`config.mk`:
```
export PLATFORM = sky130hd
export DESIGN_NAME = clb_config_bank
export DESIGN_NICKNAME = d
export VERILOG_FILES = /design/src/clb_pkg.sv /design/src/clb_pwm.sv /design/src/clb_config_bank.sv
export SDC_FILE = /design/constraint.sdc
export NUM_CORES = 1
export LEC_CHECK = 0
export BUFFER_PORTS_ARGS = -buffer_cell sky130_fd_sc_hd__buf_2
export CELL_PAD_IN_SITES_DETAIL_PLACEMENT = 0
export CELL_PAD_IN_SITES_GLOBAL_PLACEMENT = 1
export CORE_MARGIN = 8
export CORE_UTILIZATION = 41
export DETAILED_ROUTE_END_ITERATION = 12
export PLACE_DENSITY = 0.72
export SLEW_MARGIN = 20
export SYNTH_ARGS = -nofsm -noshare
export SYNTH_HDL_FRONTEND = slang
export SYNTH_SLANG_ARGS = --single-unit
```
`constraint.sdc`:
```
create_clock -name mclk_in -period 3 [get_ports mclk_in]
set_clock_uncertainty 0.1 [all_clocks]
set_input_delay 0.45 -clock mclk_in [delete_from_list [all_inputs] [get_ports mclk_in]]
set_output_delay 0.45 -clock mclk_in [all_outputs]
set_load 0.02 [all_outputs]
```
`src/clb_pkg.sv`:
```
// shared constants and types for the charger led and isolation switch config bank
// assumes a single 40 MHz clock and an external serial controller driving reg_req
package clb_pkg;

  // clock
  localparam int CLK_HZ = 40_000_000;

  // register byte addresses
  localparam logic [7:0] ADDR_SUPPLY_CMP   = 8'h1B;
  localparam logic [7:0] ADDR_DUTY_CTL     = 8'h1C;
  localparam logic [7:0] ADDR_FAULT_POLICY = 8'h1D;
  localparam logic [7:0] ADDR_INDICATOR_BLINK_PATTERN      = 8'h1E;
  localparam logic [7:0] ADDR_KEY_RSVD     = 8'h1F;
  localparam logic [7:0] RST_BYTE          = 8'h00;
  localparam logic [7:0] UNMAPPED_READ     = 8'h00;

  // supply compare fields
  localparam int SC_DEB_LSB = 0;
  localparam int SC_DEB_MSB = 1;
  localparam int SC_THR_BIT = 2;

  // duty control fields
  localparam int DUTY_LSB = 0;
  localparam int DUTY_MSB = 5;
  localparam int RAMP_BIT = 6;
  localparam int DRV_BIT  = 7;

  // fault policy fields
  localparam int KEEP_OV_BIT    = 0;
  localparam int KEEP_WD_BIT    = 1;
  localparam int KEEP_THERM_BIT = 2;
  localparam int KEEP_SHDN_BIT  = 3;
  localparam int KEEP_TMR_BIT   = 4;

  // indicator config fields
  localparam int FREQ_LSB  = 0;
  localparam int FREQ_MSB  = 1;
  localparam int CUR_LSB   = 2;
  localparam int CUR_MSB   = 3;
  localparam int BLINK_BIT = 4;
  localparam int OVRD_BIT  = 5;

  // debounce codes and times
  localparam logic [1:0] DEB_RSVD  = 2'h0;
  localparam logic [1:0] DEB_100US = 2'h1;
  localparam logic [1:0] DEB_1MS   = 2'h2;
  localparam logic [1:0] DEB_10MS  = 2'h3;
  localparam int DEB_SHORT_US = 100;
  localparam int DEB_MID_MS   = 1;
  localparam int DEB_LONG_MS  = 10;
  localparam int DEB_SHORT_CYC = (CLK_HZ / 1_000_000) * DEB_SHORT_US;
  localparam int DEB_MID_CYC   = (CLK_HZ / 1_000) * DEB_MID_MS;
  localparam int DEB_LONG_CYC  = (CLK_HZ / 1_000) * DEB_LONG_MS;
  localparam int DEB_W         = 19;

  // indicator frequency codes and rates in millihertz
  localparam logic [1:0] FREQ_1HZ   = 2'h0;
  localparam logic [1:0] FREQ_0P5HZ = 2'h1;
  localparam logic [1:0] FREQ_256HZ = 2'h2;
  localparam logic [1:0] FREQ_8HZ   = 2'h3;
  localparam int RATE_1HZ_MHZ   = 1_000;
  localparam int RATE_0P5HZ_MHZ = 500;
  localparam int RATE_256HZ_MHZ = 256_000;
  localparam int RATE_8HZ_MHZ   = 8_000;
  localparam int SLOTS          = 32;
  localparam int SLOT_1HZ_CYC   = (CLK_HZ / SLOTS) * 1000 / RATE_1HZ_MHZ;
  localparam int SLOT_0P5HZ_CYC = (CLK_HZ / SLOTS) * 1000 / RATE_0P5HZ_MHZ;
  localparam int SLOT_256HZ_CYC = (CLK_HZ / SLOTS) * 1000 / RATE_256HZ_MHZ;
  localparam int SLOT_8HZ_CYC   = (CLK_HZ / SLOTS) * 1000 / RATE_8HZ_MHZ;
  localparam int SLOT_W         = 22;

  // duty values
  localparam logic [5:0] DUTY_FULL  = 6'h20;
  localparam logic [5:0] FLASH_DUTY = 6'h10;
  localparam logic [4:0] SLOT_LAST  = 5'h1F;

  // led source while the charger state machine owns the led
  typedef enum logic [2:0] {
    LED_OFF    = 3'b001,
    LED_STEADY = 3'b010,
    LED_FLASH  = 3'b100
  } clb_led_mode_t;

  typedef struct packed {
    logic overvoltage;
    logic watchdog;
    logic thermistor;
    logic shutdown;
    logic timer;
  } clb_fault_t;

  typedef struct packed {
    logic [7:0] addr;
    logic [7:0] wdata;
    logic       wr;
    logic       rd;
  } clb_reg_req_t;

endpackage : clb_pkg

```
`src/clb_pwm.sv`:
```
// 32-slot indicator pwm generator with optional duty ramp
// assumes slot_cycles_in is at least one and steady between periods
`timescale 1ns/1ps

module clb_pwm #(
  parameter int SLOT_W = 22
) (
  // clock and reset
  input  wire logic              mclk_in,
  input  wire logic              rst_in,
  // settings
  input  wire logic [SLOT_W-1:0] slot_cycles_in,
  input  wire logic [5:0]        duty_in,
  input  wire logic              ramp_in,
  input  wire logic              enable_in,
  // result
  output logic                   pwm_out,
  output logic [5:0]             eff_duty_out
);
  import clb_pkg::*;

  logic [SLOT_W-1:0] slot_cnt_ff;
  logic [4:0]        slot_idx_ff;
  logic [5:0]        eff_ff;
  logic              out_ff;
  logic [5:0]        target;
  logic              slot_end;
  logic              period_end;

  // anything from 32 upward is full on-time
  function automatic logic [5:0] clamp_duty(input logic [5:0] d);
    clamp_duty = (d >= DUTY_FULL) ? DUTY_FULL : d;
  endfunction : clamp_duty

  assign target     = clamp_duty(duty_in);
  // >= so a shorter period picked mid-slot cannot overrun the counter
  assign slot_end   = (slot_cnt_ff >= slot_cycles_in - SLOT_W'(1));
  assign period_end = slot_end && (slot_idx_ff == SLOT_LAST);

  ////////////////////////////////////////////////////////////////////////////
  always_ff @(posedge mclk_in) begin
    if (rst_in) begin
      slot_cnt_ff <= '0;
      slot_idx_ff <= '0;
    end else if (slot_end) begin
      slot_cnt_ff <= '0;
      slot_idx_ff <= slot_idx_ff + 5'h01;
    end else begin
      slot_cnt_ff <= slot_cnt_ff + SLOT_W'(1);
    end
  end

  ////////////////////////////////////////////////////////////////////////////
  always_ff @(posedge mclk_in) begin
    if (rst_in) begin
      eff_ff <= '0;
    end else if (!ramp_in) begin
      eff_ff <= target;
    end else if (period_end) begin
      if (eff_ff < target) begin
        eff_ff <= eff_ff + 6'h01;
      end else if (eff_ff > target) begin
        eff_ff <= eff_ff - 6'h01;
      end
    end
  end

  always_ff @(posedge mclk_in) begin
    if (rst_in) begin
      out_ff <= 1'b0;
    end else begin
      out_ff <= enable_in && ({1'b0, slot_idx_ff} < eff_ff);
    end
  end

  assign pwm_out      = out_ff;
  assign eff_duty_out = eff_ff;

endmodule : clb_pwm

```
`src/clb_config_bank.sv`:
```
// charger configuration bank: supply compare, indicator led, isolation switch policy
// assumes a serial controller on the same clock presents one-cycle wr/rd strobes,
// fault and charger state inputs are synchronous, the comparator input is not
`timescale 1ns/1ps

// What this block does
// - debounce code picks 100us, 1ms or 10ms
// - threshold bit selects 50 or 175 mV
// - duty field gives on-time value/32, capped
// - duty bit 6 enables pwm ramping
// - overvoltage opens switch unless bit 0 set
// - watchdog fault opens switch unless bit 1
// - thermistor fault opens switch unless bit 2
// - thermal shutdown opens switch unless bit 3
// - timer fault bit 4, cleared only by power-on
// - frequency code picks 1, 0.5, 256, 8 Hz
// - current field, only code 1 valid
// - pattern 0: steady charging, flash fault, done off
// - pattern 1: flash charging, steady fault, done off
// - override hands led to software settings
// - fields clear to zero on core reset, except timer bit 4
module clb_config_bank #(
  parameter int DEB_MID_CYCLES   = clb_pkg::DEB_MID_CYC,
  parameter int DEB_LONG_CYCLES  = clb_pkg::DEB_LONG_CYC,
  parameter int SLOT_1HZ_CYCLES  = clb_pkg::SLOT_1HZ_CYC,
  parameter int SLOT_HALF_CYCLES = clb_pkg::SLOT_0P5HZ_CYC,
  parameter int SLOT_256_CYCLES  = clb_pkg::SLOT_256HZ_CYC,
  parameter int SLOT_8HZ_CYCLES  = clb_pkg::SLOT_8HZ_CYC
) (
  // clock and resets
  input  wire logic           mclk_in,
  input  wire logic           rst_in,
  input  wire logic           por_rst_in,
  // register port
  input  clb_pkg::clb_reg_req_t reg_req_in,
  output logic [7:0]          reg_rdata_out,
  output logic                reg_rvalid_out,
  // supply versus system rail comparator
  input  wire logic           supply_cmp_raw_in,
  output logic                supply_cmp_out,
  output logic [1:0]          supply_compare_debounce_out,
  output logic                supply_compare_threshold_out,
  // battery isolation switch
  input  clb_pkg::clb_fault_t fault_in,
  output logic                battery_isolation_switch_open_out,
  // indicator led
  input  wire logic           charging_in,
  input  wire logic           charger_fault_in,
  input  wire logic           charge_done_in,
  output logic                indicator_led_out,
  output logic [1:0]          indicator_current_out
);
  import clb_pkg::*;

  logic              core_rst;
  logic [7:0]        supply_compare_config_ff;
  logic [7:0]        indicator_duty_control_ff;
  logic [3:0]        fault_policy_lo_ff;
  logic              timer_fault_keep_switch_closed_ff;
  logic [2:0]        fault_policy_hi_ff;
  logic [7:0]        indicator_config_ff;
  logic [7:0]        charger_key_reserved_ff;
  logic [7:0]        rdata_ff;
  logic              rvalid_ff;
  logic [7:0]        fault_policy;

  // power-on also clears everything the core reset clears
  assign core_rst = rst_in | por_rst_in;

  function automatic logic write_hit(input clb_reg_req_t r, input logic [7:0] a);
    write_hit = r.wr && (r.addr == a);
  endfunction : write_hit

  assign fault_policy = {fault_policy_hi_ff, timer_fault_keep_switch_closed_ff,
                         fault_policy_lo_ff};

  ////////////////////////////////////////////////////////////////////////////
  // register file
  always_ff @(posedge mclk_in) begin
    if (core_rst) begin
      supply_compare_config_ff <= RST_BYTE;
    end else if (write_hit(reg_req_in, ADDR_SUPPLY_CMP)) begin
      supply_compare_config_ff <= reg_req_in.wdata;
    end
  end

  always_ff @(posedge mclk_in) begin
    if (core_rst) begin
      indicator_duty_control_ff <= RST_BYTE;
    end else if (write_hit(reg_req_in, ADDR_DUTY_CTL)) begin
      indicator_duty_control_ff <= reg_req_in.wdata;
    end
  end

  always_ff @(posedge mclk_in) begin
    if (core_rst) begin
      fault_policy_lo_ff <= RST_BYTE[KEEP_SHDN_BIT:KEEP_OV_BIT];
      fault_policy_hi_ff <= RST_BYTE[7:KEEP_TMR_BIT+1];
    end else if (write_hit(reg_req_in, ADDR_FAULT_POLICY)) begin
      fault_policy_lo_ff <= reg_req_in.wdata[KEEP_SHDN_BIT:KEEP_OV_BIT];
      fault_policy_hi_ff <= reg_req_in.wdata[7:KEEP_TMR_BIT+1];
    end
  end

  // survives the core reset on purpose; only power-on clears it
  always_ff @(posedge mclk_in) begin
    if (por_rst_in) begin
      timer_fault_keep_switch_closed_ff <= RST_BYTE[KEEP_TMR_BIT];
    end else if (write_hit(reg_req_in, ADDR_FAULT_POLICY)) begin
      timer_fault_keep_switch_closed_ff <= reg_req_in.wdata[KEEP_TMR_BIT];
    end
  end

  always_ff @(posedge mclk_in) begin
    if (core_rst) begin
      indicator_config_ff <= RST_BYTE;
    end else if (write_hit(reg_req_in, ADDR_INDICATOR_BLINK_PATTERN)) begin
      indicator_config_ff <= reg_req_in.wdata;
    end
  end

  always_ff @(posedge mclk_in) begin
    if (core_rst) begin
      charger_key_reserved_ff <= RST_BYTE;
    end else if (write_hit(reg_req_in, ADDR_KEY_RSVD)) begin
      charger_key_reserved_ff <= reg_req_in.wdata;
    end
  end

  ////////////////////////////////////////////////////////////////////////////
  // read port, answer one cycle after the strobe
  always_ff @(posedge mclk_in) begin
    if (core_rst) begin
      rdata_ff  <= RST_BYTE;
      rvalid_ff <= 1'b0;
    end else begin
      rvalid_ff <= reg_req_in.rd;
      if (reg_req_in.rd) begin
        case (reg_req_in.addr)
          ADDR_SUPPLY_CMP:   rdata_ff <= supply_compare_config_ff;
          ADDR_DUTY_CTL:     rdata_ff <= indicator_duty_control_ff;
          ADDR_FAULT_POLICY: rdata_ff <= fault_policy;
          ADDR_INDICATOR_BLINK_PATTERN:      rdata_ff <= indicator_config_ff;
          ADDR_KEY_RSVD:     rdata_ff <= charger_key_reserved_ff;
          default:           rdata_ff <= UNMAPPED_READ;
        endcase
      end
    end
  end

  assign reg_rdata_out  = rdata_ff;
  assign reg_rvalid_out = rvalid_ff;

  ////////////////////////////////////////////////////////////////////////////
  // comparator settings and debounce
  logic             cmp_sync1_ff;
  logic             cmp_sync2_ff;
  logic             cmp_ff;
  logic [DEB_W-1:0] deb_cnt_ff;
  logic [DEB_W-1:0] deb_limit;
  logic             deb_valid;
  logic [1:0]       deb_code;

  assign deb_code                     = supply_compare_config_ff[SC_DEB_MSB:SC_DEB_LSB];
  assign supply_compare_debounce_out  = deb_code;
  assign supply_compare_threshold_out = supply_compare_config_ff[SC_THR_BIT];

  always_comb begin
    deb_valid = 1'b1;
    case (deb_code)
      DEB_100US: deb_limit = DEB_W'(DEB_SHORT_CYC);
      DEB_1MS:   deb_limit = DEB_W'(DEB_MID_CYCLES);
      DEB_10MS:  deb_limit = DEB_W'(DEB_LONG_CYCLES);
      default: begin
        // reserved code freezes the filtered output rather than guess a time
        deb_limit = DEB_W'(DEB_SHORT_CYC);
        deb_valid = 1'b0;
      end
    endcase
  end

  always_ff @(posedge mclk_in) begin
    if (core_rst) begin
      cmp_sync1_ff <= 1'b0;
      cmp_sync2_ff <= 1'b0;
    end else begin
      cmp_sync1_ff <= supply_cmp_raw_in;
      cmp_sync2_ff <= cmp_sync1_ff;
    end
  end

  always_ff @(posedge mclk_in) begin
    if (core_rst) begin
      deb_cnt_ff <= '0;
      cmp_ff     <= 1'b0;
    end else if (!deb_valid || (cmp_sync2_ff == cmp_ff)) begin
      deb_cnt_ff <= '0;
    end else if (deb_cnt_ff >= deb_limit - DEB_W'(1)) begin
      deb_cnt_ff <= '0;
      cmp_ff     <= cmp_sync2_ff;
    end else begin
      deb_cnt_ff <= deb_cnt_ff + DEB_W'(1);
    end
  end

  assign supply_cmp_out = cmp_ff;

  ////////////////////////////////////////////////////////////////////////////
  // battery isolation switch policy
  logic iso_open_ff;

  always_ff @(posedge mclk_in) begin
    if (core_rst) begin
      iso_open_ff <= 1'b0;
    end else begin
      iso_open_ff <= (fault_in.overvoltage && !fault_policy[KEEP_OV_BIT])
                  || (fault_in.watchdog    && !fault_policy[KEEP_WD_BIT])
                  || (fault_in.thermistor  && !fault_policy[KEEP_THERM_BIT])
                  || (fault_in.shutdown    && !fault_policy[KEEP_SHDN_BIT])
                  || (fault_in.timer       && !fault_policy[KEEP_TMR_BIT]);
    end
  end

  assign battery_isolation_switch_open_out = iso_open_ff;

  ////////////////////////////////////////////////////////////////////////////
  // indicator led
  logic              sw_override;
  logic              blink_pattern;
  logic [1:0]        freq_code;
  logic [SLOT_W-1:0] slot_cycles;
  logic [5:0]        pwm_duty;
  logic              pwm_ramp;
  logic              pwm_enable;
  logic              pwm_level;
  logic              led_ff;
  clb_led_mode_t     led_mode;

  assign sw_override   = indicator_config_ff[OVRD_BIT];
  assign blink_pattern = indicator_config_ff[BLINK_BIT];
  assign freq_code     = indicator_config_ff[FREQ_MSB:FREQ_LSB];
  // reserved current codes pass through; software must not pick them
  assign indicator_current_out = indicator_config_ff[CUR_MSB:CUR_LSB];

  always_comb begin
    case (freq_code)
      FREQ_1HZ:   slot_cycles = SLOT_W'(SLOT_1HZ_CYCLES);
      FREQ_0P5HZ: slot_cycles = SLOT_W'(SLOT_HALF_CYCLES);
      FREQ_256HZ: slot_cycles = SLOT_W'(SLOT_256_CYCLES);
      FREQ_8HZ:   slot_cycles = SLOT_W'(SLOT_8HZ_CYCLES);
      default:    slot_cycles = SLOT_W'(SLOT_1HZ_CYCLES);
    endcase
  end

  // done wins, then fault, then charging
  always_comb begin
    if (charge_done_in) begin
      led_mode = LED_OFF;
    end else if (charger_fault_in) begin
      led_mode = blink_pattern ? LED_STEADY : LED_FLASH;
    end else if (charging_in) begin
      led_mode = blink_pattern ? LED_FLASH : LED_STEADY;
    end else begin
      led_mode = LED_OFF;
    end
  end

  // one generator serves both owners; flashing uses half duty at the set rate
  assign pwm_duty   = sw_override ? indicator_duty_control_ff[DUTY_MSB:DUTY_LSB]
                                  : FLASH_DUTY;
  assign pwm_ramp   = sw_override && indicator_duty_control_ff[RAMP_BIT];
  assign pwm_enable = !sw_override || indicator_duty_control_ff[DRV_BIT];

  clb_pwm #(
    .SLOT_W (SLOT_W)
  ) u_pwm (
    .mclk_in        (mclk_in),
    .rst_in         (core_rst),
    .slot_cycles_in (slot_cycles),
    .duty_in        (pwm_duty),
    .ramp_in        (pwm_ramp),
    .enable_in      (pwm_enable),
    .pwm_out        (pwm_level),
    .eff_duty_out   ()
  );

  always_ff @(posedge mclk_in) begin
    if (core_rst) begin
      led_ff <= 1'b0;
    end else if (sw_override) begin
      led_ff <= pwm_level;
    end else begin
      case (led_mode)
        LED_OFF:    led_ff <= 1'b0;
        LED_STEADY: led_ff <= 1'b1;
        LED_FLASH:  led_ff <= pwm_level;
        default:    led_ff <= 1'b0;
      endcase
    end
  end

  assign indicator_led_out = led_ff;

endmodule : clb_config_bank

```
Word level (Yosys, flattened, before mapping)
Cells that the tools add are included.
Word-level totals
  bits of input ports: 30
  memories kept: 0
  bits in writable memories: 0
  register bits after elaboration: 107
  word-level logic and storage cells: 100
  bits in latches: 0
  memory bits (read-only): 0
  output and inout port bits: 17
Operators by class
  $mul: 0
  reductions and logical operators: 32
  shifts and indexed selects: 0
  equal/unequal tests: 17
  divide/modulo/power cells: 0
  $lt $le $gt $ge: 6
  multiplexer cells: 17
  $add $sub $neg: 7
  bitwise operators: 2
Operators by type and width (number)
  one-hot mux 22 bit (4 select lines): 1
  equality test 8 x 5 -> 1 bit (second input constant): 5
  one-hot mux 8 bit (5 select lines): 1
  one-hot mux 19 bit (2 select lines): 1
  2-to-1 mux 6 bit: 6
  adder 22 x 1 -> 22 bit (second input constant): 1
  >= comparator 22 bit: 1
  subtractor 22 x 1 -> 22 bit (second input constant): 1
  adder 19 x 1 -> 19 bit (second input constant): 1
  >= comparator 19 bit: 1
  subtractor 19 x 1 -> 19 bit (second input constant): 1
  2-to-1 mux 3 bit: 5
  logical AND 1 bit: 13
  equality test 2 bit (second input constant): 4
  logical NOT 1 bit: 7
  adder 6 x 1 -> 6 bit (second input constant): 1
  >= comparator 6 bit (second input constant): 1
  > comparator 6 bit: 1
  logical OR 1 bit: 6
  less-than comparator 5 x 6 -> 1 bit: 1
  less-than comparator 6 bit: 1
  OR reduction 3 bit: 2
  subtractor 6 x 1 -> 6 bit (second input constant): 1
  adder 5 x 1 -> 5 bit (second input constant): 1
  other kinds (14): 17

Longest topological paths before layout
Gate-level depths: netlist of run 1.
  depth in word-level cells: 8
  depth in mapped cells: 16
  mapped depth without buffers: 15

Cells and area by module
From an unflattened synthesis of run 1, not the netlist that was laid out.
Unflattened totals
  cell total of the unflattened synthesis: 710
  area total of the unflattened synthesis: 6319.8 um2
By module, submodules not included
  clb_config_bank: cells an instance 393, sequential area each 1461.4 um2, area an instance 3633.5 um2, instances 1
  clb_pwm: cells an instance 317, sequential area each 680.7 um2, area an instance 2686.3 um2, instances 1

Least setup slack after synthesis of run 1
Ideal clock, no wire load.
  path kind: register -> register
  start: register indicator_config_ff[5]
  end: register u_pwm.eff_ff[5] (netlist: u_pwm.eff_duty_out[5])
  setup time: 139 ps
  cell stages (with the launch flop): 17
  buffers on the path: 1
  slack: -62 ps
  arrival: 2823 ps
  period minus slack after synthesis: 3062 ps
  data required time: 2761 ps
  cell sequence: dfxtp_1 > clkbuf_1 > inv_1 > nor2_1 > nand2_1 > ha_1 > and3b_1 > o21ai_0 > nand2_1 > ha_1 > a21o_1 > nand4_1 > and4b_1 > xor2_1 > a31oi_1 > a31oi_1 > a311oi_1
Between the ends
  cells in the longest elaborated chain, start to end: 7
  elaborated cells between the ends (all ways): 12
  classes of those cells: order compare: 3; eq/ne: 2; mux: 5; reduce/logical: 2
Ends and longest elaborated chain
  start: declaration: line clb_config_bank.sv:61  | logic [7:0] indicator_config_ff;
  start signal: assignment: line clb_config_bank.sv:118  | indicator_config_ff <= reg_req_in.wdata;
  2-to-1 mux 6 bit: line clb_config_bank.sv:269  | assign pwm_duty = sw_override ? indicator_duty_control_ff[DUTY_MSB:DUTY_LSB]
  >= comparator 6 bit: line clb_pwm.sv:32  | clamp_duty = (d >= DUTY_FULL) ? DUTY_FULL : d;
  2-to-1 mux 6 bit: line clb_pwm.sv:32
  less-than comparator 6 bit: line clb_pwm.sv:60  | if (eff_ff < target) begin
  2-to-1 mux 6 bit: line clb_pwm.sv:60
  2-to-1 mux 6 bit: line clb_pwm.sv:59  | end else if (period_end) begin
  2-to-1 mux 6 bit: line clb_pwm.sv:57  | end else if (!ramp_in) begin
  end signal: assignment: line clb_pwm.sv:58  | eff_ff <= target;
  end signal: assignment: line clb_pwm.sv:61  | eff_ff <= eff_ff + 6'h01;
  end signal: assignment: line clb_pwm.sv:63  | eff_ff <= eff_ff - 6'h01;
  end: declaration: line clb_pwm.sv:24  | logic [5:0] eff_ff;
Parallel ways exist; a longest one is shown, timed or not. The select of a mux whose other input is x is not followed.
A chain may end at the register's enable or synchronous reset.

Final worst setup path of run 1
Ends and elaborated chain as after synthesis.

==> impl_metrics.yaml, run 1 <==
timing:
  max_slew.worst_pin.slew_ps: 705
  setup_viol: 0
  worst_slack_ps: 170
  drv_slew: 0
  clock.fmax_ghz: 0.353
  period_share_pct: 94.3
  period_needed_ps: 2830
  hold_ws_ps: 167
  slew_headroom_pct: 52.8
  final_hold_viol_count: 0
  rsz0062_at_grt: "true"
synthesis:
  synth_edf_count: 0
  yosysWarnings: 0
  synth_flop_cell: "dfxtp_1"
  synthArstFlopShare_pct: 0
  synth_area_sq_um: 5810
  ys_ff_latch: 107
  synth_cells: 681
  ys_top_cells_by_area: "dfxtp_1, ha_1, a21oi_1, nand2_1, nand3_1"
  yosysUniqueCellTypes: 61
  yosysSeqAreaShare_pct: 36.9
  synth_area_per_cell_sq_um: 8.53
  yosysTopAreaCell: "dfxtp_1"
  netlist.area_leader.share_pct: 36.9
routing:
  num_vias: 4927
  wl_um: 14000
  ant_nets: 0
  detail_route.iter0.violations: 273
  drc_errors: 0
  viasPerCell: 5.37
  drt-pass1-iter-count: 4
  wl_per_cell_um: 15.2
setup_path:
  slowest_delay_ps: 330
  crit_arrival_ps: 3010
  cp_max_fo: 5
  critPathCaptureType: "flip-flop"
  crit_family: "compound AO/OA/AOI/OAI gates"
  crit_buf_inv: 2
  crit_path_start_kind: "flip-flop"
  crit_path_top_delay_cell: "dfxtp_2"
  crit_chain: "inv_1 -> buf_4 -> a21oi_4 -> ha_4 -> and3_1 -> o21ai_2 -> nand2_2 -> ha_1 -> a21o_1 -> nand4_1 -> and4b_1 -> xor2_1 -> a31oi_1 -> a31oi_1 -> a311oi_1"
  cp.required_ps: 3180
  path_common_cell: "a31oi_1"
  critPathKind: "flip-flop to flip-flop"
clock_tree:
  htree_levels: 3
  clk_path_buf_depth: 2
  cts_sinks: 107
  tritoncts: "done"
  ctsRootBufferMaster: "clkbuf_16"
  clkTransAtPathRegs_ps: 80
  cts_made_buffers: 9
  insertion_delay_ps: 360
  postCtsHoldBufs: 0
pwr:
  irDropWorstVdd_mv: 0.356
  powerDensity_nw_per_um2: 415
  leakage_uw: 0.00259
global_routing:
  grtUsageMet2_pct: 26.5
  met1_usage_pct: 18.9
  grt_pass1_vias: 4818
  met3_usage_pct: 3.71
  antenna_found_initial: 0
  grt_pass1_wl_um: 23200
  grt.overflow.total: 0
  track_usage_pct: 15.6
  grt_max_degree: 48
  gr-max-usage-layer: "met2"
layout:
  fillerInstances: 1383
  fin_area_sq_um: 6670
  drive_above_1_share_pct: 16.1
  finalNonFillerCells: 918
  num_antenna_cells: 0
  area_growth_pct: 14.9
  fin_nets: 820
floorplanning:
  initial_utilization_pct: 41.9
  ios: 47
  fp.dieW_um: 135
  die-area_sq_um: 18200
  core_sq_um: 13900
  rows: 43
  die_height_um: 135
outcome:
  status: "finished, final reports clean"
placed_design:
  dp_cells: 901
  numPortBuffers: 46
  hpwl_um: 10400
  dp_slack_ps: -53.2
  place_area_sq_um: 6270
  gp_congestion: 0.820
hold_path:
  hp-class: "input port to flip-flop"
job:
  drv_cap: 0
-- registers in the layout (all words and copies together), names as in the netlist --
name,count
timer_fault_keep_switch_closed_ff,1
fault_policy_hi_ff,3
cmp_sync1_ff,1
reg_rvalid_out,1
reg_rdata_out,8
supply_compare_config_ff,8
supply_cmp_out,1
fault_policy_lo_ff,4
u_pwm.slot_cnt_ff,22
u_pwm.pwm_out,1
cmp_sync2_ff,1
indicator_led_out,1
indicator_config_ff,8
charger_key_reserved_ff,8
u_pwm.eff_duty_out,6
indicator_duty_control_ff,8
deb_cnt_ff,19
u_pwm.slot_idx_ff,5
battery_isolation_switch_open_out,1
-- through the flow --
step,power (uW),utilization (%),setup TNS (ps)
after floorplan,1520,-,0
after global placement,1570,45.2,0
after detailed placement,1570,45.2,-69.9
after CTS,2800,47.4,0
after global routing,2860,48.1,-67.2
final,2770,48.1,0
-- kinds of logic after synthesis --
family | after synthesis | share of synthesized area (%)
AOI/OAI and AO/OA | 140 | 15.3
buffers and inverters | 54 | 4.11
other | 1 | 0.0645
DFF | 107 | 36.9
adders and majority gates | 57 | 12.4
and+or+nand+nor | 274 | 24.0
xor gates and xnor gates | 45 | 6.78
muxes | 3 | 0.517
-- cells in the mapped netlist, drive strengths merged (5+ instances only) --
master / instances
o21ai: 9
and3: 11
nand2b: 6
a21oi: 74
and2: 7
nor3: 8
ha: 56
a222oi: 9
nand3: 59
nand4: 12
xor2: 25
clkbuf: 15
buf: 11
inv: 28
nor2: 64
xnor2: 20
nor3b: 5
dfxtp: 107
a21o: 15
nand2: 88
a22oi: 10
-- area by class of cell --
type / count / area [sq um] / share of cell area, %
clock buffers: 10 / 239 / 3.58
clock inverters: 6 / 71.3 / 1.07
inverters: 28 / 105 / 1.57
multi-input cells: 522 / 3510 / 52.7
flip-flops and latches: 107 / 2150 / 32.2
well taps: 180 / 225 / 3.37
repair buffers: 65 / 373 / 5.59
-- cells in the final DEF (no fill, tap or decap), drive strengths merged, types with 11 or more instances in the layout --
master / Yosys / routed
nand4: 12 / 12
nor2: 64 / 64
inv: 28 / 30
nand2: 88 / 88
a21oi: 74 / 74
a21o: 15 / 15
ha: 56 / 56
and3: 11 / 11
dfxtp: 107 / 107
buf: 11 / 65
xnor2: 20 / 20
xor2: 25 / 25
nand3: 59 / 59
-- where the power goes --
part	total (uW)	switching [uW]	internal [uW]
Sequential	1430	4.04	1420
Clock	1230	619	615
Combinational	108	70.7	37.1
Total	2770	693	2080
-- layer usage --
layer | part of all wire (%) | vias to the layer above
li1 | - | 2500
met1 | 45 | 2340
met2 | 49 | 71
met3 | 4.3 | 16
met4 | 1.2 | 0
met5 | 0 | -
-- what timing repair did --
item | 4_1_cts | 5_1_grt
resized for setup | 1 | 18
pin swaps | 1 | 7
setup endpoints to repair | 2 | 5
endpoints found under the hold margin | 0 | 0
setup buffers | 0 | 1
-- worst paths after layout --
kind                                              from                                end  slack (ps)  cells past startpoint
worst min register to register            cmp_sync1_ff                       cmp_sync2_ff         330                      1
worst max-delay path            indicator_config_ff[5]              u_pwm.eff_duty_out[5]         170                     15
worst max register to register  indicator_config_ff[5]              u_pwm.eff_duty_out[5]         170                     15
worst min-delay path                        por_rst_in  timer_fault_keep_switch_closed_ff         170                      2
(Power assumes the default switching activity.)
==> run 2: changes to the inputs <==
--- a/config.mk
+++ b/config.mk
@@ -6,12 +6,14 @@
 export NUM_CORES = 1
 export LEC_CHECK = 0
 export BUFFER_PORTS_ARGS = -buffer_cell sky130_fd_sc_hd__buf_2
+export CAP_MARGIN = 40
 export CELL_PAD_IN_SITES_DETAIL_PLACEMENT = 0
 export CELL_PAD_IN_SITES_GLOBAL_PLACEMENT = 1
 export CORE_MARGIN = 8
-export CORE_UTILIZATION = 41
+export CORE_UTILIZATION = 43
+export CTS_BUF_LIST = sky130_fd_sc_hd__clkbuf_4
 export DETAILED_ROUTE_END_ITERATION = 12
-export PLACE_DENSITY = 0.72
+export PLACE_DENSITY = 0.75
 export SLEW_MARGIN = 20
 export SYNTH_ARGS = -nofsm -noshare
 export SYNTH_HDL_FRONTEND = slang
==> impl_metrics.yaml, run 2 (same netlist as run 1, synthesis figures left out) <==
outcome:
  status: "finished, final reports clean"
floorplanning:
  rows: 42
  die_height_um: 132
  core_sq_um: 13200
  die-area_sq_um: 17500
  initial_utilization_pct: 43.9
  fp.dieW_um: 132
  ios: 47
global_routing:
  grt_max_degree: 48
  antenna_found_initial: 1
  grt_pass1_wl_um: 23500
  grt_pass1_vias: 4745
  track_usage_pct: 16.1
  grt.overflow.total: 0
layout:
  utilization_pct: 49.4
  area_growth_pct: 12.5
  drive_above_1_share_pct: 16.5
  largest_reg_flops: 22
  largest_register: "u_pwm.slot_cnt_ff"
  mostFrequentLayoutCells: "dfxtp_1, nand2_1, a21oi_1"
  fin_nets: 821
  reg_top3: "u_pwm.slot_cnt_ff (22), deb_cnt_ff (19)"
  mostFrequentLayoutCell: "dfxtp_1"
timing:
  worst_slack_ps: 117
  setup_viol: 0
  drv_slew: 0
  final_hold_viol_count: 0
  period_needed_ps: 2880
  max_slew.worst_pin.slew_ps: 612
  period_share_pct: 96.1
  slew_headroom_pct: 58.8
  clock.fmax_ghz: 0.347
setup_path:
  crit_path_start_kind: "flip-flop"
  slowest_delay_ps: 380
  crit_path_top_delay_cell: "dfxtp_2"
  critPathKind: "flip-flop to flip-flop"
  crit_chain: "buf_4 -> inv_4 -> and3_4 -> ha_4 -> and3b_2 -> o21ai_2 -> nand2_2 -> ha_4 -> a21o_1 -> nand4_1 -> and4b_1 -> xor2_1 -> a31oi_1 -> a31oi_1 -> a311oi_1"
  cp.required_ps: 3310
  crit_arrival_ps: 3190
  critPathCaptureType: "flip-flop"
  r2r_setup_slack_ps: 120
  cp_max_fo: 5
clock_tree:
  cts_sinks: 107
  clkTransAtPathRegs_ps: 180
  insertion_delay_ps: 500
  ctsRootBufferMaster: "clkbuf_4"
  tritoncts: "done"
  clk_path_buf_depth: 2
  cts_made_buffers: 9
  htree_levels: 3
routing:
  num_vias: 4939
  wl_um: 14300
  viasPerCell: 5.39
  drt-pass1-iter-count: 5
  drc_errors: 0
  ant_nets: 0
  detail_route.iter0.violations: 330
  wl_per_cell_um: 15.6
placed_design:
  dp_slack_ps: -94.2
  hpwl_um: 10400
  gp_congestion: 0.861
  numPortBuffers: 46
job:
  drv_cap: 0
pwr:
  irDropWorstVdd_mv: 0.295
  powerDensity_nw_per_um2: 350
  p_total_uw: 2290
  leakage_uw: 0.00252
hold_path:
  hp-class: "input port to flip-flop"
## run 2: cell count changes in the layout (fill, tap and decap cells not counted), sizes merged
cell,before,now
dlygate4sd3,0,1
clkinv,3,2
clkinvlp,1,0
clkbuf,10,9
inv,30,33
diode,0,1
## run 2: per-layer routing
layer	share of wire (%)	GRT usage (%)	vias to the layer above	routed length, um
li1	-	-	2496	-
met1	47	20.2	2338	6640
met2	48	26.7	94	6910
met3	4.0	4.23	11	570
met4	1.1	4.04	0	159
met5	0	0	-	0
## run 2: cell type report
type	count	area, sq um
antenna	1	2.50
clock buffer	9	67.6
clock inverter	7	67.6
fill	1310	6710
inverter	28	108
multi-input combinational	522	3540
sequential	107	2140
tap	176	220
timing repair buffer	66	383
## run 2: worst paths after layout
path / cells past startpoint / start / endpoint
setup / recovery: 15 / indicator_duty_control_ff[5] / u_pwm.eff_duty_out[5]
hold / removal: 2 / supply_cmp_raw_in / cmp_sync1_ff
setup reg to reg: 15 / indicator_duty_control_ff[5] / u_pwm.eff_duty_out[5]
hold reg to reg: 1 / cmp_sync1_ff / cmp_sync2_ff
## run 2: what timing repair did
item	4_1_cts	5_1_grt
gates cloned	0	0
hold endpoints to repair	1	0
buffers inserted	0	3
pin swaps	0	9
hold buffers	1	0
setup endpoints to repair	3	2
resized for setup	4	20
## run 2: critical path: cells and delay by family (launching register included)
family	cells	cell delay [ps]
AO/OA/AOI/OAI	5	740
XOR/XNOR	1	140
adder cells (fa/ha/maj)	2	400
buffers and inverters	2	210
flip-flops	1	380
AND/OR/NAND/NOR	5	830
## run 2: report_power, final
part           total [uW]  switching (uW)  internal, uW  leakage [uW]
Clock                 748             554           194     0.0000764
Combinational         111            72.1          38.6       0.00158
Sequential           1430            3.63          1430      0.000864
## run 2: per-stage QoR
stage,TNS (ps),cell area (sq um),hold slack (ps),cells
after detailed placement,-94.2,6250,321,895
after floorplan,0,5820,306,683
after global routing,-28.7,6540,51.3,916
after global placement,0,6250,315,895
after CTS,0,6410,38.7,912
final,0,6540,81.2,916
==> run 3: changes to the inputs <==
--- a/config.mk
+++ b/config.mk
@@ -13,6 +13,7 @@
 export CORE_UTILIZATION = 43
 export CTS_BUF_LIST = sky130_fd_sc_hd__clkbuf_4
 export DETAILED_ROUTE_END_ITERATION = 12
+export HOLD_SLACK_MARGIN = 0.12
 export PLACE_DENSITY = 0.75
 export SLEW_MARGIN = 20
 export SYNTH_ARGS = -nofsm -noshare
==> impl_metrics.yaml, run 3 (same netlist as run 1, synthesis figures left out) <==
timing:
  hold_ws_ps: 205
  worst_slack_ps: 118
  period_share_pct: 96.1
  drv_slew: 0
  clock.fmax_ghz: 0.347
  final_hold_viol_count: 0
  slew_headroom_pct: 58.9
  period_needed_ps: 2880
  setup_viol: 0
  max_slew.worst_pin.slew_ps: 611
pwr:
  leakage_uw: 0.00258
  powerDensity_nw_per_um2: 346
  irDropWorstVdd_mv: 0.305
  p_total_uw: 2300
routing:
  num_vias: 5024
  drt-pass1-iter-count: 7
  detail_route.iter0.violations: 290
  wl_per_cell_um: 15.6
  ant_nets: 0
  wl_um: 14500
  drc_errors: 0
  viasPerCell: 5.41
setup_path:
  critPathKind: "flip-flop to flip-flop"
  slowest_delay_ps: 380
  reg2regPathDepth: 15
  crit_chain: "buf_4 -> inv_4 -> and3_4 -> ha_4 -> and3b_2 -> o21ai_2 -> nand2_2 -> ha_4 -> a21o_1 -> nand4_1 -> and4b_1 -> xor2_1 -> a31oi_1 -> a31oi_1 -> a311oi_1"
  crit_arrival_ps: 3190
  cp_max_fo: 5
  cp.required_ps: 3310
  crit_path_top_delay_cell: "dfxtp_2"
  crit_path_start_kind: "flip-flop"
  crit_buf_inv: 2
  crit_family: "simple AND/OR/NAND/NOR gates"
  critical_path_cell_count: 15
  critPathCaptureType: "flip-flop"
clock_tree:
  clk_path_buf_depth: 2
  ctsRootBufferMaster: "clkbuf_4"
  clkTransAtPathRegs_ps: 180
  cts_made_buffers: 9
  insertion_delay_ps: 500
  htree_levels: 3
  tritoncts: "done"
  cts_sinks: 107
global_routing:
  grt_max_degree: 48
  gr-max-usage-layer: "met2"
  grt_pass1_vias: 4827
  grt_pass1_wl_um: 23700
  met1_usage_pct: 20.3
  track_usage_pct: 16.2
  met3_usage_pct: 4.04
  grt.overflow.total: 0
  grtUsageMet2_pct: 27.0
  antenna_found_initial: 1
floorplanning:
  die-area_sq_um: 17500
  core_sq_um: 13200
  initial_utilization_pct: 43.9
  fp.dieW_um: 132
  ios: 47
  rows: 42
  die_height_um: 132
hold_path:
  hp-class: "input port to flip-flop"
  whs_path_depth: 3
job:
  drv_cap: 0
layout:
  multiInputGateArea_sq_um: 3540
  drive_above_1_share_pct: 16.2
  area_growth_pct: 14.8
  fin_area_sq_um: 6670
  fillerInstances: 1301
  mostFrequentLayoutCell: "dfxtp_1"
  largest_register: "u_pwm.slot_cnt_ff"
  mostFrequentLayoutCells: "dfxtp_1, nand2_1, a21oi_1"
  fin_nets: 834
  seq_area_sq_um: 2140
  finalNonFillerCells: 929
  reg_top3: "u_pwm.slot_cnt_ff (22), deb_cnt_ff (19)"
  largest_reg_flops: 22
placed_design:
  gp_congestion: 0.861
  hpwl_um: 10400
  dp_slack_ps: -94.2
  numPortBuffers: 46
  place_area_sq_um: 6250
  dp_cells: 895
outcome:
  status: "finished, final reports clean"
run 3: changes by cell type in the layout (fill, tap and decap cells not counted), sizes merged:
cell / change
dlygate4sd3: +13
run 3: timing repair:
| item | CTS | global route |
|---|---|---|
| setup buffers | 0 | 3 |
| hold endpoints to repair | 40 | 0 |
| resized for setup | 4 | 20 |
| pin swaps | 0 | 9 |
| setup endpoints to repair | 3 | 2 |
| hold buffers | 14 | 0 |
run 3: path summary, 6_finish.rpt:
path	slack [ps]	end	from
hold reg to reg	340	cmp_sync2_ff	cmp_sync1_ff
setup / recovery	120	u_pwm.eff_duty_out[5]	indicator_duty_control_ff[5]
setup reg to reg	120	u_pwm.eff_duty_out[5]	indicator_duty_control_ff[5]
hold / removal	210	indicator_led_out	charge_done_in
run 3: report_power, final:
| group | internal [uW] | total [uW] | switching, uW |
|---|---|---|---|
| sequential | 1430 | 1430 | 3.71 |
| combinational | 48.9 | 123 | 74.4 |
| clock | 194 | 750 | 555 |
run 3: tightest hold or removal path, delay by kind of cell:
| kind | cells | cell delay [ps] |
|---|---|---|
| AO/OA/AOI/OAI | 2 | 230 |
| buffers and inverters | 1 | 70 |
run 3: final cells by class:
type / instances / share of cell area, %
tap: 176 / 3.30
clock inverter: 7 / 1.01
sequential: 107 / 32.2
inverter: 28 / 1.61
clock buffer: 9 / 1.01
timing repair buffer: 79 / 7.69
antenna: 1 / 0.0375
multi-input combinational: 522 / 53.2
run 3: layer usage:
metal,wire (um),share of wire (%)
met1,6620,46
met3,525,3.6
met4,218,1.5
met5,0,0
met2,7090,49
run 3: stage by stage:
step | setup TNS (ps) | util (%)
after floorplan | 0 | -
after global placement | 0 | 47.2
after detailed placement | -94.2 | 47.2
after CTS | 0 | 49.4
after global routing | -28.7 | 50.3
final | 0 | 50.3
